## src/logic/cmd_decode_pkg.sv

```systemverilog
/*
 Shared constants and carrier types for the parallel command decoder.
 Assumes a single 40 MHz clock and that all pins are synchronised inside the decoder.
*/
package cmd_decode_pkg;
	// ==========================================
	// Word layout
	localparam int unsigned WORD_W     = 8;
	localparam int unsigned CODE_MSB   = 7;
	localparam int unsigned CODE_LSB   = 5;
	localparam int unsigned PARAM_W    = 5;
	localparam int unsigned RESULT_W   = 16;

	// ==========================================
	// Command codes
	localparam logic [2:0] CODE_CONT   = 3'h0;
	localparam logic [2:0] CODE_BANK   = 3'h2;
	localparam logic [2:0] CODE_GROUP  = 3'h6;
	localparam logic [2:0] CODE_REREG  = 3'h4;
	localparam logic [2:0] CODE_CLEAR  = 3'h5;
	localparam logic [4:0] PAR_CLR_DATA = 5'h00;
	localparam logic [4:0] PAR_CLR_ERR  = 5'h01;
	localparam logic [4:0] PAR_CLR_OUT  = 5'h02;

	// ==========================================
	// Reset values and timing
	localparam logic [4:0] BANK_RST    = 5'h00;
	localparam logic [4:0] GROUP_RST   = 5'h00;
	localparam int unsigned CLK_HZ     = 40_000_000;
	localparam int unsigned SETTLE_MS  = 5;
	localparam int unsigned SETTLE_CYC = CLK_HZ / 1000 * SETTLE_MS;

	typedef struct packed {
		logic [2:0] code;
		logic [4:0] param;
	} cmd_word_t;

	typedef struct packed {
		logic       measure;
		logic       bank_set;
		logic       group_set;
		logic       rereg;
		logic       clr_data;
		logic       clr_err;
		logic       clr_out;
	} cmd_pulse_t;

	typedef enum logic [2:0] {
		EDGE_IDLE = 3'b001,
		EDGE_HIGH = 3'b010,
		EDGE_HOLD = 3'b100
	} edge_state_t;
endpackage

```

## src/logic/parallel_command_decoder.sv

```systemverilog
/*
 Parallel command decoder: trigger and command word pins to one-cycle action pulses,
 bank and group selections, and result/error output clears.
 Assumes pins are asynchronous, the far end keeps the settling time, and run_mode
 comes from logic on mclk.
*/
`timescale 1ns/1ps
module parallel_command_decoder
	import cmd_decode_pkg::*;
(
	input  wire logic                mclk,
	input  wire logic                rst_b,
	input  wire logic                run_mode,
	input  wire logic                measure_trigger,
	input  wire logic [WORD_W-1:0]   command_word_lines,
	input  wire logic                command_confirm_strobe,
	input  wire logic                measure_busy,
	input  wire logic                error_event,
	input  wire logic                overall_result_in,
	input  wire logic [RESULT_W-1:0] result_data_in,
	input  wire logic                result_load,
	output cmd_pulse_t               action,
	output logic [PARAM_W-1:0]       active_bank,
	output logic [PARAM_W-1:0]       active_group,
	output logic [PARAM_W-1:0]       rereg_item,
	output logic                     error_out,
	output logic                     overall_result_out,
	output logic [RESULT_W-1:0]      result_data_out
);
	logic [WORD_W+1:0] pins_s;
	logic              measure_trigger_s;
	logic              conf_s;
	cmd_word_t         word_s;

	// ==========================================
	// Pin synchronisation
	pin_sync #(
		.W(WORD_W + 2)
	) u_sync (
		.mclk         (mclk),
		.rst_b        (rst_b),
		.pin          ({measure_trigger, command_confirm_strobe, command_word_lines}),
		.pin_sync_out (pins_s)
	);

	assign measure_trigger_s = pins_s[WORD_W+1];
	assign conf_s = pins_s[WORD_W];
	assign word_s = cmd_word_t'(pins_s[WORD_W-1:0]);

	// ==========================================
	// Edge tracking
	logic              measure_trigger_d_r;
	logic              measure_trigger_d_nxt;
	edge_state_t       conf_st_r;
	edge_state_t       conf_st_nxt;
	logic              conf_rise;
	logic              measure_trigger_rise;

	// Edges are seen regardless of mode so a strobe held across entry to run does not fire
	always_comb begin
		measure_trigger_d_nxt  = measure_trigger_s;
		conf_rise   = 1'b0;
		conf_st_nxt = conf_st_r;
		case (conf_st_r)
			EDGE_IDLE: begin
				if (conf_s) begin
					conf_rise   = 1'b1;
					conf_st_nxt = EDGE_HIGH;
				end
			end
			EDGE_HIGH: begin
				conf_st_nxt = conf_s ? EDGE_HOLD : EDGE_IDLE;
			end
			EDGE_HOLD: begin
				if (!conf_s) begin
					conf_st_nxt = EDGE_IDLE;
				end
			end
			default: begin
				conf_st_nxt = EDGE_IDLE;
			end
		endcase
	end

	assign measure_trigger_rise = measure_trigger_s & ~measure_trigger_d_r;

	always_ff @(posedge mclk or negedge rst_b) begin
		if (!rst_b) begin
			measure_trigger_d_r  <= 1'b0;
			conf_st_r <= EDGE_IDLE;
		end else begin
			measure_trigger_d_r  <= measure_trigger_d_nxt;
			conf_st_r <= conf_st_nxt;
		end
	end

	// ==========================================
	// Command state
	logic              cont_r;
	logic              cont_nxt;
	logic [PARAM_W-1:0] bank_r;
	logic [PARAM_W-1:0] bank_nxt;
	logic [PARAM_W-1:0] group_r;
	logic [PARAM_W-1:0] group_nxt;
	logic [PARAM_W-1:0] item_r;
	logic [PARAM_W-1:0] item_nxt;
	cmd_pulse_t        act_r;
	cmd_pulse_t        act_nxt;
	logic              err_r;
	logic              err_nxt;
	logic              or_r;
	logic              or_nxt;
	logic [RESULT_W-1:0] do_r;
	logic [RESULT_W-1:0] do_nxt;
	logic              take;
	logic              clr_outputs;

	assign take = conf_rise & run_mode;

	always_comb begin
		cont_nxt  = cont_r;
		bank_nxt  = bank_r;
		group_nxt = group_r;
		item_nxt  = item_r;
		act_nxt   = '0;
		if (take) begin
			case (word_s.code)
				CODE_CONT: begin
					cont_nxt = 1'b1;
				end
				CODE_BANK: begin
					bank_nxt         = word_s.param;
					act_nxt.bank_set = 1'b1;
				end
				CODE_GROUP: begin
					group_nxt         = word_s.param;
					act_nxt.group_set = 1'b1;
				end
				CODE_REREG: begin
					// Five lines cap the reachable item at 31
					item_nxt      = word_s.param;
					act_nxt.rereg = 1'b1;
				end
				CODE_CLEAR: begin
					act_nxt.clr_data = (word_s.param == PAR_CLR_DATA);
					act_nxt.clr_err  = (word_s.param == PAR_CLR_ERR);
					act_nxt.clr_out  = (word_s.param == PAR_CLR_OUT);
				end
				default: begin
					act_nxt = '0;
				end
			endcase
		end
		// Continuous run ends with the confirm line or leaving run mode
		if (!conf_s || !run_mode) begin
			cont_nxt = 1'b0;
		end
		// Re-issue while idle; the measurement engine paces repeats through busy
		act_nxt.measure = run_mode & (measure_trigger_rise | (cont_r & ~measure_busy));
	end

	// ==========================================
	// Output pins
	assign clr_outputs = act_r.clr_data | act_r.clr_out;

	always_comb begin
		err_nxt = err_r;
		or_nxt  = or_r;
		do_nxt  = do_r;
		if (act_r.clr_err) begin
			err_nxt = 1'b0;
		end
		// A new error in the clearing cycle wins
		if (error_event) begin
			err_nxt = 1'b1;
		end
		if (clr_outputs) begin
			or_nxt = 1'b0;
			do_nxt = '0;
		end
		if (result_load) begin
			or_nxt = overall_result_in;
			do_nxt = result_data_in;
		end
	end

	always_ff @(posedge mclk or negedge rst_b) begin
		if (!rst_b) begin
			cont_r  <= 1'b0;
			bank_r  <= BANK_RST;
			group_r <= GROUP_RST;
			item_r  <= '0;
			act_r   <= '0;
			err_r   <= 1'b0;
			or_r    <= 1'b0;
			do_r    <= '0;
		end else begin
			cont_r  <= cont_nxt;
			bank_r  <= bank_nxt;
			group_r <= group_nxt;
			item_r  <= item_nxt;
			act_r   <= act_nxt;
			err_r   <= err_nxt;
			or_r    <= or_nxt;
			do_r    <= do_nxt;
		end
	end

	assign action             = act_r;
	assign active_bank        = bank_r;
	assign active_group       = group_r;
	assign rereg_item         = item_r;
	assign error_out          = err_r;
	assign overall_result_out = or_r;
	assign result_data_out    = do_r;
endmodule

```

## src/logic/pin_sync.sv

```systemverilog
/*
 Two-flop synchroniser for a bus of asynchronous pins.
 Assumes the pins are quasi-static relative to mclk.
*/
`timescale 1ns/1ps
module pin_sync
	import cmd_decode_pkg::*;
#(
	parameter int unsigned W = 1
) (
	input  wire logic         mclk,
	input  wire logic         rst_b,
	input  wire logic [W-1:0] pin,
	output logic      [W-1:0] pin_sync_out
);
	logic [W-1:0] meta_r;
	logic [W-1:0] meta_nxt;
	logic [W-1:0] sync_r;
	logic [W-1:0] sync_nxt;

	// ==========================================
	// Stage logic
	always_comb begin
		meta_nxt = pin;
		sync_nxt = meta_r;
	end

	always_ff @(posedge mclk or negedge rst_b) begin
		if (!rst_b) begin
			meta_r <= '0;
			sync_r <= '0;
		end else begin
			meta_r <= meta_nxt;
			sync_r <= sync_nxt;
		end
	end

	assign pin_sync_out = sync_r;
endmodule

```

## config.mk

```make
export PLATFORM = sky130hd
export DESIGN_NAME = parallel_command_decoder
export DESIGN_NICKNAME = d
export VERILOG_FILES = /design/src/logic/cmd_decode_pkg.sv /design/src/logic/parallel_command_decoder.sv /design/src/logic/pin_sync.sv
export SDC_FILE = /design/constraint.sdc
export NUM_CORES = 1
export LEC_CHECK = 0
export ABC_AREA = 1
export BUFFER_PORTS_ARGS = -buffer_cell sky130_fd_sc_hd__buf_2
export CAP_MARGIN = 5
export CORE_ASPECT_RATIO = 1.5
export CORE_MARGIN = 10
export CORE_UTILIZATION = 53
export DETAILED_ROUTE_END_ITERATION = 16
export PLACE_DENSITY = 0.8
export SLEW_MARGIN = 20
export SYNTH_ARGS = -nofsm -noshare
export SYNTH_HDL_FRONTEND = slang
export SYNTH_HIERARCHICAL = 1
export SYNTH_SLANG_ARGS = --single-unit
```

## constraint.sdc

```tcl
create_clock -name mclk -period 2.26 [get_ports mclk]
set_clock_uncertainty 0.15 [all_clocks]
set_input_delay 0.113 -clock mclk [delete_from_list [all_inputs] [get_ports mclk]]
set_output_delay 0.113 -clock mclk [all_outputs]
set_load 0.02 [all_outputs]
```

### Yosys cells after proc, flatten, opt, wreduce, memory -nomap -nowiden

Index checks and enable logic that the tools add are counted.
Widths: inputs -> output; s select.

* input port bits: 33
* bits in writable memories: 0
* output and inout bits: 40
* register bits: 65
* bits in latches: 0
* memories kept: 0
* ROM bits: 0

* order comparisons: 0
* divide/modulo/power cells: 0
* multiplexer cells: 20
* bitwise operators: 8
* shifts and indexed selects: 0
* $mul: 0
* $add $sub $neg: 0
* reductions and logical operators: 14
* equal/unequal tests: 11

Operators by type and width (count)
* $mux 16: 2
* $eq 3x3->1 const B: 4
* $mux 1: 12
* $mux 3: 4
* $reduce_and 2->1: 5
* $pmux 3 s3: 1
* $reduce_bool 2->1: 4
* $eq 3x2->1 const B: 2
* $mux 6: 1
* $eq 5x1->1 const B: 1
* $eq 5x2->1 const B: 1
* $logic_not 5->1: 1
* $and 1x1->1: 4
* $eq 3x1->1 const B: 1
* $logic_not 3->1: 1
* $logic_not 1->1: 2
* $ne 2x1->1 const B: 1
* $ne 2x2->1 const B: 1
* $not 1->1: 2
* $or 1x1->1: 2
* $logic_or 1x1->1: 1

### Depth between registers and ports, before layout

Gate-level depths: netlist of run 1.

* depth in word-level cells: 5
* depth in mapped cells: 7
* depth with buffers taken out: 6

### By module

Netlist of run 1, hierarchy kept.

By module, submodules not included
* parallel_command_decoder: cells each 195, times used 1, sequential area each 1127.3 um^2, area an instance 1826.8 um^2
* pin_sync: cells each 20, times used 1, sequential area each 500.5 um^2, area an instance 500.5 um^2

### Worst setup path before layout of run 1

No wires, ideal clock.

* kind: register to register
* from: register conf_st_r[0]
* to: register group_r[0] (netlist: active_group[0])
* library setup time: 117 ps
* data arrival time: 990 ps
* period minus slack after synthesis: 1257 ps
* stages on the path, launching flop included: 7
* path slack: 1003 ps
* path buffers: 1
* required time: 1993 ps
* cell sequence: dfstp_2 -> nand2_2 -> nor2_4 -> buf_6 -> nand2_4 -> nand2_1 -> nand2_1

* longest elaborated chain between the ends: 4

Ends and longest elaborated chain
* from (decl): RTL line parallel_command_decoder.sv:54 `edge_state_t conf_st_r;`
* from (signal assigned): RTL line parallel_command_decoder.sv:93 `conf_st_r <= conf_st_nxt;`
* $eq 3x1->1: RTL line parallel_command_decoder.sv:64 `case (conf_st_r)`
* $mux 1: RTL line parallel_command_decoder.sv:64
* $and 1x1->1: RTL line parallel_command_decoder.sv:118 `assign take = conf_rise & run_mode;`
* $reduce_and 2->1 (no source line)
* to (signal assigned): RTL line parallel_command_decoder.sv:200 `group_r <= group_nxt;`
* to (decl): RTL line parallel_command_decoder.sv:103 `logic [PARAM_W-1:0] group_r;`

No other way between the ends.
A chain may end at the register's enable or synchronous reset.

### Worst setup path after layout of run 1

* from: register conf_st_r[1]
* to: register bank_r[4] (netlist: active_bank[4])

* longest elaborated chain between the ends: 4

Ends and longest elaborated chain
* $eq 3x1->1: RTL line parallel_command_decoder.sv:64
* $mux 1: RTL line parallel_command_decoder.sv:64
* $and 1x1->1: RTL line parallel_command_decoder.sv:118
* $reduce_and 2->1 (no source line)
* to (signal assigned): RTL line parallel_command_decoder.sv:199 `bank_r <= bank_nxt;`
* to (decl): RTL line parallel_command_decoder.sv:101 `logic [PARAM_W-1:0] bank_r;`

No other way between the ends.

==> results.py, run 1 <==
metrics = {
    "cells_and_area": {
        "drive_gt1_frac": 0.307,
        "layout_common_cells": "72 x buf_2, 69 x nand2_1, 64 x dfrtp_1",
        "n_fill_cell": 262,
        "syn_to_final_growth_pct": 40.2,
        "fin_nets": 360,
        "final_util": 0.768,
        "final_common_cell": "buf_2",
        "final_cells": 379,
    },
    "critical_path": {
        "cp-end-kind": "flop",
        "slowest_delay_ns": 0.41,
        "timing.rr.end": "active_bank[4]",
        "crit_fanout": 21,
        "critPathLaunch": "conf_st_r[1]",
        "rr_startpoint": "conf_st_r[1]",
        "timing.critical_path.to": "active_bank[4]",
        "worstSetupPathType": "flop to flop",
        "cp.depth": 6,
        "r2r_slack_ns": 0.53,
        "cp_num_buf_inv": 0,
        "critPathMostFrequentCell": "nand2_1",
        "crit_slowest_cell": "nor2_4",
        "startpoint_type": "flop",
        "path_cells": "nor2_2, nand2_2, nor2_4, nand2_1, nand2_1, nand2_1",
        "arrival_ns": 1.80,
        "crit_family": "simple AND/OR/NAND/NOR gates",
        "crit_required_ns": 2.33,
        "reg2regPathDepth": 6,
    },
    "route": {
        "avgRoutedWirePerCell_um": 16.7,
        "drtIter0Drc": 145,
        "via_per_inst": 5.26,
        "vias": 1994,
        "firstDrtPassIters": 6,
        "drc": 0,
        "ant_nets": 0,
        "drt_wl_total_um": 6330,
    },
    "logic_synthesis": {
        "synth_top_area_share": 0.688,
        "synth_area_leaders": "dfrtp_1 69%, nand2_1 11%, nand3_1 6.9%",
        "yosys.area.top_type": "dfrtp_1",
        "ys_ff_latch": 65,
        "netlist_area_um2": 2330,
        "yosysWarnings": 6,
        "synth.distinct_cells": 23,
        "syn-num-nets": 248,
        "syn_inst": 215,
        "postSynthAreaPerCell_um2": 10.8,
        "synth_seq_area_share": 0.699,
    },
    "global_route": {
        "antenna_found_initial": 0,
        "grt_start_max_net_pins": 35,
        "grt_pass1_wl_um": 9990,
        "grt_use_total": 0.177,
        "grt_remaining_overflow": 0,
        "grt_pass1_vias": 2173,
    },
    "clocking": {
        "path_clk_slew_ns": 0.07,
        "cts_resized": 0,
        "clk_latency_ns": 0.33,
        "numCtsBuffers": 9,
        "htreeDepth": 3,
        "clk_root_buffer_cell": "clkbuf_8",
        "clock_path_buffers": 2,
        "cts.sinks": 65,
        "cts_tree": "done",
    },
    "timing": {
        "fin_crit_sh": 0.767,
        "rsz0062_at_grt": "no",
        "worst_slew_pin_slew_ns": 0.740,
        "slew_viol_final": 0,
        "min_period_ns": 1.73,
        "relSlewSlack": 0.507,
        "hold_viol": 0,
        "finalSetupViolations": 0,
        "tns_ns": 0,
        "fmaxAchievable_ghz": 0.577,
    },
    "floorplan": {
        "die_h_um": 101,
        "start_util": 0.548,
        "io_pins": 73,
        "rows": 29,
        "die_width_um": 74.1,
        "die-area_um2": 7500,
        "coreArea_um2": 4250,
    },
    "outcome": {
        "status": "completed",
    },
    "run": {
        "cap_violations": 0,
    },
    "place": {
        "hpwl_um": 3620,
        "placedCellCount": 328,
        "portBuffers": 72,
        "gp_congestion": 0.828,
    },
    "pwr": {
        "leakagePower_nw": 1.80,
        "powerDensity_nw_per_um2": 896,
        "ir_drop_mv": 0.733,
    },
    "min_path": {
        "hold_class": "primary input to flop",
    },
}
[through the flow]
step	hold slack (ns)	worst slack [ns]	power [mW]	instance area, µm²
after floorplan	-0.333	1.00	1.72	2330
after global placement	0.0548	0.650	1.92	2730
after CTS	0.00133	0.516	2.93	3260
final	0.0304	0.527	2.92	3260
after global routing	0.0463	0.365	3.07	3260
after detailed placement	0.0722	0.536	1.94	2730
[tightest hold or removal path, delay by kind of cell]
family / cells / cell delay [ns]
buffers and inverters: 1 / 0.21
AND/OR/NAND/NOR: 2 / 0.13
[layout make-up]
class	count	area, µm²	area share
timing repair buffer	107	721	0.221
tap	46	57.6	0.0176
antenna	1	2.50	0.000767
clock inverter	3	42.5	0.0130
multi-input combinational	130	609	0.187
inverter	14	52.6	0.0161
clock buffer	13	149	0.0456
sequential	65	1630	0.499
[cells by family (layout without fill, tap and decap cells)]
group / count (synthesis) / after routing / synth area share
AO/OA/AOI/OAI: 4 / 4 / 0.0102
XOR/XNOR: 1 / 1 / 0.00376
buffers and inverters: 20 / 137 / 0.0387
flip-flops: 65 / 65 / 0.699
other: 0 / 1 / 0
AND/OR/NAND/NOR: 125 / 125 / 0.248
[report_power, final]
group	internal (mW)	switching, mW	leakage (nW)	total [mW]
logic	0.210	0.365	0.905	0.575
clock network	0.539	0.407	0.0936	0.947
registers	1.32	0.0855	0.803	1.40
[flip-flops by register name, summed over array words and instances, names as in the netlist, 3 cells and up]
signal               cells
action                   7
rereg_item               5
active_bank              5
u_sync/pin_sync_out     10
conf_st_r                3
active_group             5
result_data_out         16
u_sync/meta_r           10
[routing by layer]
layer  part of all wire  track usage
met2               0.53        0.299
met3              0.096       0.0714
met5                  0            0
met1               0.32        0.163
met4              0.060        0.137
[how the worst min path moves through the flow]
| stage | slack (ns) | start | cells past startpoint | endpoint |
|---|---|---|---|---|
| after floorplan | -0.33 | rst_b | 0 | action[0] |
| after global placement | 0.05 | rst_b | 1 | u_sync/meta_r[8] |
| after detailed placement | 0.07 | rst_b | 1 | u_sync/pin_sync_out[9] |
| after CTS | 0.001 | result_load | 3 | result_data_out[15] |
| after global routing | 0.05 | result_load | 3 | result_data_out[7] |
| final | 0.03 | result_load | 3 | result_data_out[15] |
[synthesized netlist by cell type]
master and n:
buf_2 3, nor3_1 1, dfrtp_1 64, inv_1 11, o22ai_1 1, inv_2 3, nand4_1 2, dfstp_2 1
nand3_1 32, clkbuf_1 1, o21ai_0 2, nand2_1 69, buf_4 1, nand3_2 1, nor2_2 3, nor2_1 8
and2_1 1, nand2_2 3, o21bai_1 1, xor2_1 1, buf_6 1, nor2_4 3, nand2_4 2
[what timing repair did]
item,CTS,global route
setup buffers,0,0
hold endpoints to repair,62,0
hold buffers,34,0
Power figures use the tool's default switching activity.
==> run 2, diff against run 1 <==
--- a/config.mk
+++ b/config.mk
@@ -10,9 +10,9 @@
 export CAP_MARGIN = 5
 export CORE_ASPECT_RATIO = 1.5
 export CORE_MARGIN = 10
-export CORE_UTILIZATION = 53
+export CORE_UTILIZATION = 50
 export DETAILED_ROUTE_END_ITERATION = 16
-export PLACE_DENSITY = 0.8
+export PLACE_DENSITY = 0.76
 export SLEW_MARGIN = 20
 export SYNTH_ARGS = -nofsm -noshare
 export SYNTH_HDL_FRONTEND = slang
==> constraint.sdc (replaced) <==
create_clock -name mclk -period 1.7 [get_ports mclk]
set_clock_uncertainty 0.15 [all_clocks]
set_input_delay 0.085 -clock mclk [delete_from_list [all_inputs] [get_ports mclk]]
set_output_delay 0.085 -clock mclk [all_outputs]
set_load 0.02 [all_outputs]
==> results.py, run 2 (synthesis gave the netlist of run 1 again) <==
metrics = {
    "cells_and_area": {
        "antenna_cells": 0,
        "final_util": 0.762,
        "largest_reg_flops": 16,
        "layout_common_cells": "72 x buf_2, 69 x nand2_1, 64 x dfrtp_1",
        "syn_to_final_growth_pct": 47.5,
        "drive_gt1_frac": 0.305,
        "final_common_cell": "buf_2",
        "n_fill_cell": 289,
        "fin_nets": 376,
    },
    "route": {
        "via_per_inst": 4.92,
        "drc": 0,
        "firstDrtPassIters": 4,
        "ant_nets": 0,
        "avgRoutedWirePerCell_um": 15.6,
        "vias": 1949,
        "drt_wl_total_um": 6180,
        "drtIter0Drc": 108,
    },
    "critical_path": {
        "r2r_slack_ns": 0.26,
        "cp-end-kind": "flop",
        "crit_family": "flip-flops",
        "worstSetupPathType": "flop to flop",
        "crit_slowest_cell": "dfstp_2",
        "cp_num_buf_inv": 1,
        "startpoint_type": "flop",
        "critPathMostFrequentCell": "nand2_1",
        "crit_fanout": 19,
        "path_cells": "nand2_2, nor2_4, buf_4, nand2_4, nand2_1, nand2_1",
        "arrival_ns": 1.50,
        "slowest_delay_ns": 0.54,
        "crit_required_ns": 1.76,
    },
    "clocking": {
        "numCtsBuffers": 9,
        "cts_resized": 0,
        "path_clk_slew_ns": 0.07,
        "htreeDepth": 3,
        "cts.sinks": 65,
        "clk_latency_ns": 0.33,
        "clock_path_buffers": 2,
        "clk_root_buffer_cell": "clkbuf_8",
        "cts_tree": "done",
    },
    "timing": {
        "relSlewSlack": 0.721,
        "rsz0062_at_grt": "no",
        "finalSetupViolations": 0,
        "fmaxAchievable_ghz": 0.695,
        "fin_crit_sh": 0.847,
        "slew_viol_final": 0,
        "fin_worst_hold_slack_ns": 0.131,
        "min_period_ns": 1.44,
        "hold_viol": 0,
        "worst_slew_pin_slew_ns": 0.419,
        "tns_ns": 0,
    },
    "floorplan": {
        "die-area_um2": 7840,
        "rows": 30,
        "die_h_um": 104,
        "io_pins": 73,
        "die_width_um": 75.7,
        "coreArea_um2": 4500,
        "start_util": 0.517,
    },
    "global_route": {
        "antenna_found_initial": 0,
        "grt_start_max_net_pins": 66,
        "grt_pass1_vias": 2139,
        "grt_use_total": 0.173,
        "grt_remaining_overflow": 0,
        "grt_pass1_wl_um": 10300,
    },
    "run": {
        "cap_violations": 0,
    },
    "min_path": {
        "hold_class": "primary input to asynchronous set/reset pin",
    },
    "pwr": {
        "finalPower_mw": 3.98,
        "powerDensity_nw_per_um2": 1160,
        "ir_drop_mv": 0.891,
        "leakagePower_nw": 1.86,
    },
    "outcome": {
        "status": "completed",
    },
    "place": {
        "portBuffers": 72,
        "hpwl_um": 3460,
        "gp_congestion": 0.793,
    },
}
## run 2: cell types whose count changed in the layout (fill, tap and decap cells not counted), sizes merged
cell / previous run / this run
clkbuf: 13 / 12
diode: 1 / 0
buf: 73 / 75
dlygate4sd3: 34 / 48
clkinv: 1 / 2
## run 2: final timing paths
check | from | end | depth (start not counted)
worst max-delay path | conf_st_r[0] | active_group[1] | 6
worst min-delay path | rst_b | result_data_out[10] | 3
worst max register to register | conf_st_r[0] | active_group[1] | 6
worst min register to register | u_sync/meta_r[3] | u_sync/pin_sync_out[3] | 0
max in group asynchronous | rst_b | conf_st_r[0] | 3
min in group mclk | u_sync/meta_r[3] | u_sync/pin_sync_out[3] | 0
## run 2: routing by layer
metal  up-vias  global-route usage  wire length, µm
met5         -                   0                0
met4         0              0.0960              235
met3        20              0.0583              346
met2        73               0.293             3390
met1       920               0.175             2200
li1        936                   -                -
## run 2: repair_timing
item	CTS	global route
buffers inserted	0	0
hold buffers	48	0
endpoints found under the hold margin	95	0
## run 2: metrics by stage
| step | instances | setup WS (ns) | cell area (µm²) |
|---|---|---|---|
| final | 396 | 0.261 | 3430 |
| after global routing | 396 | 0.177 | 3430 |
| after CTS | 396 | 0.264 | 3430 |
| after detailed placement | 332 | 0.271 | 2750 |
| after global placement | 332 | 0.327 | 2750 |
| after floorplan | 215 | 0.443 | 2330 |
## run 2: final cells by class
type / instances / area [µm²] / area share
Multi-Input combinational cell: 130 / 609 / 0.178
Tap cell: 48 / 60.1 / 0.0175
Inverter: 14 / 52.6 / 0.0153
Timing Repair Buffer: 123 / 876 / 0.255
Clock buffer: 12 / 155 / 0.0452
Clock inverter: 4 / 51.3 / 0.0149
Sequential cell: 65 / 1630 / 0.474
## run 2: worst reg2reg max path, delay by kind of cell (launching register included)
kind | cells | cell delay [ns]
flops | 1 | 0.54
simple gates | 5 | 0.40
buf+inv | 1 | 0.24
## run 2: report_power, final
group          switching [mW]  internal, mW  leakage (nW)
combinational           0.487         0.304         0.953
sequential              0.106          1.75         0.803
clock                   0.582         0.758         0.103
total                    1.18          2.81          1.86
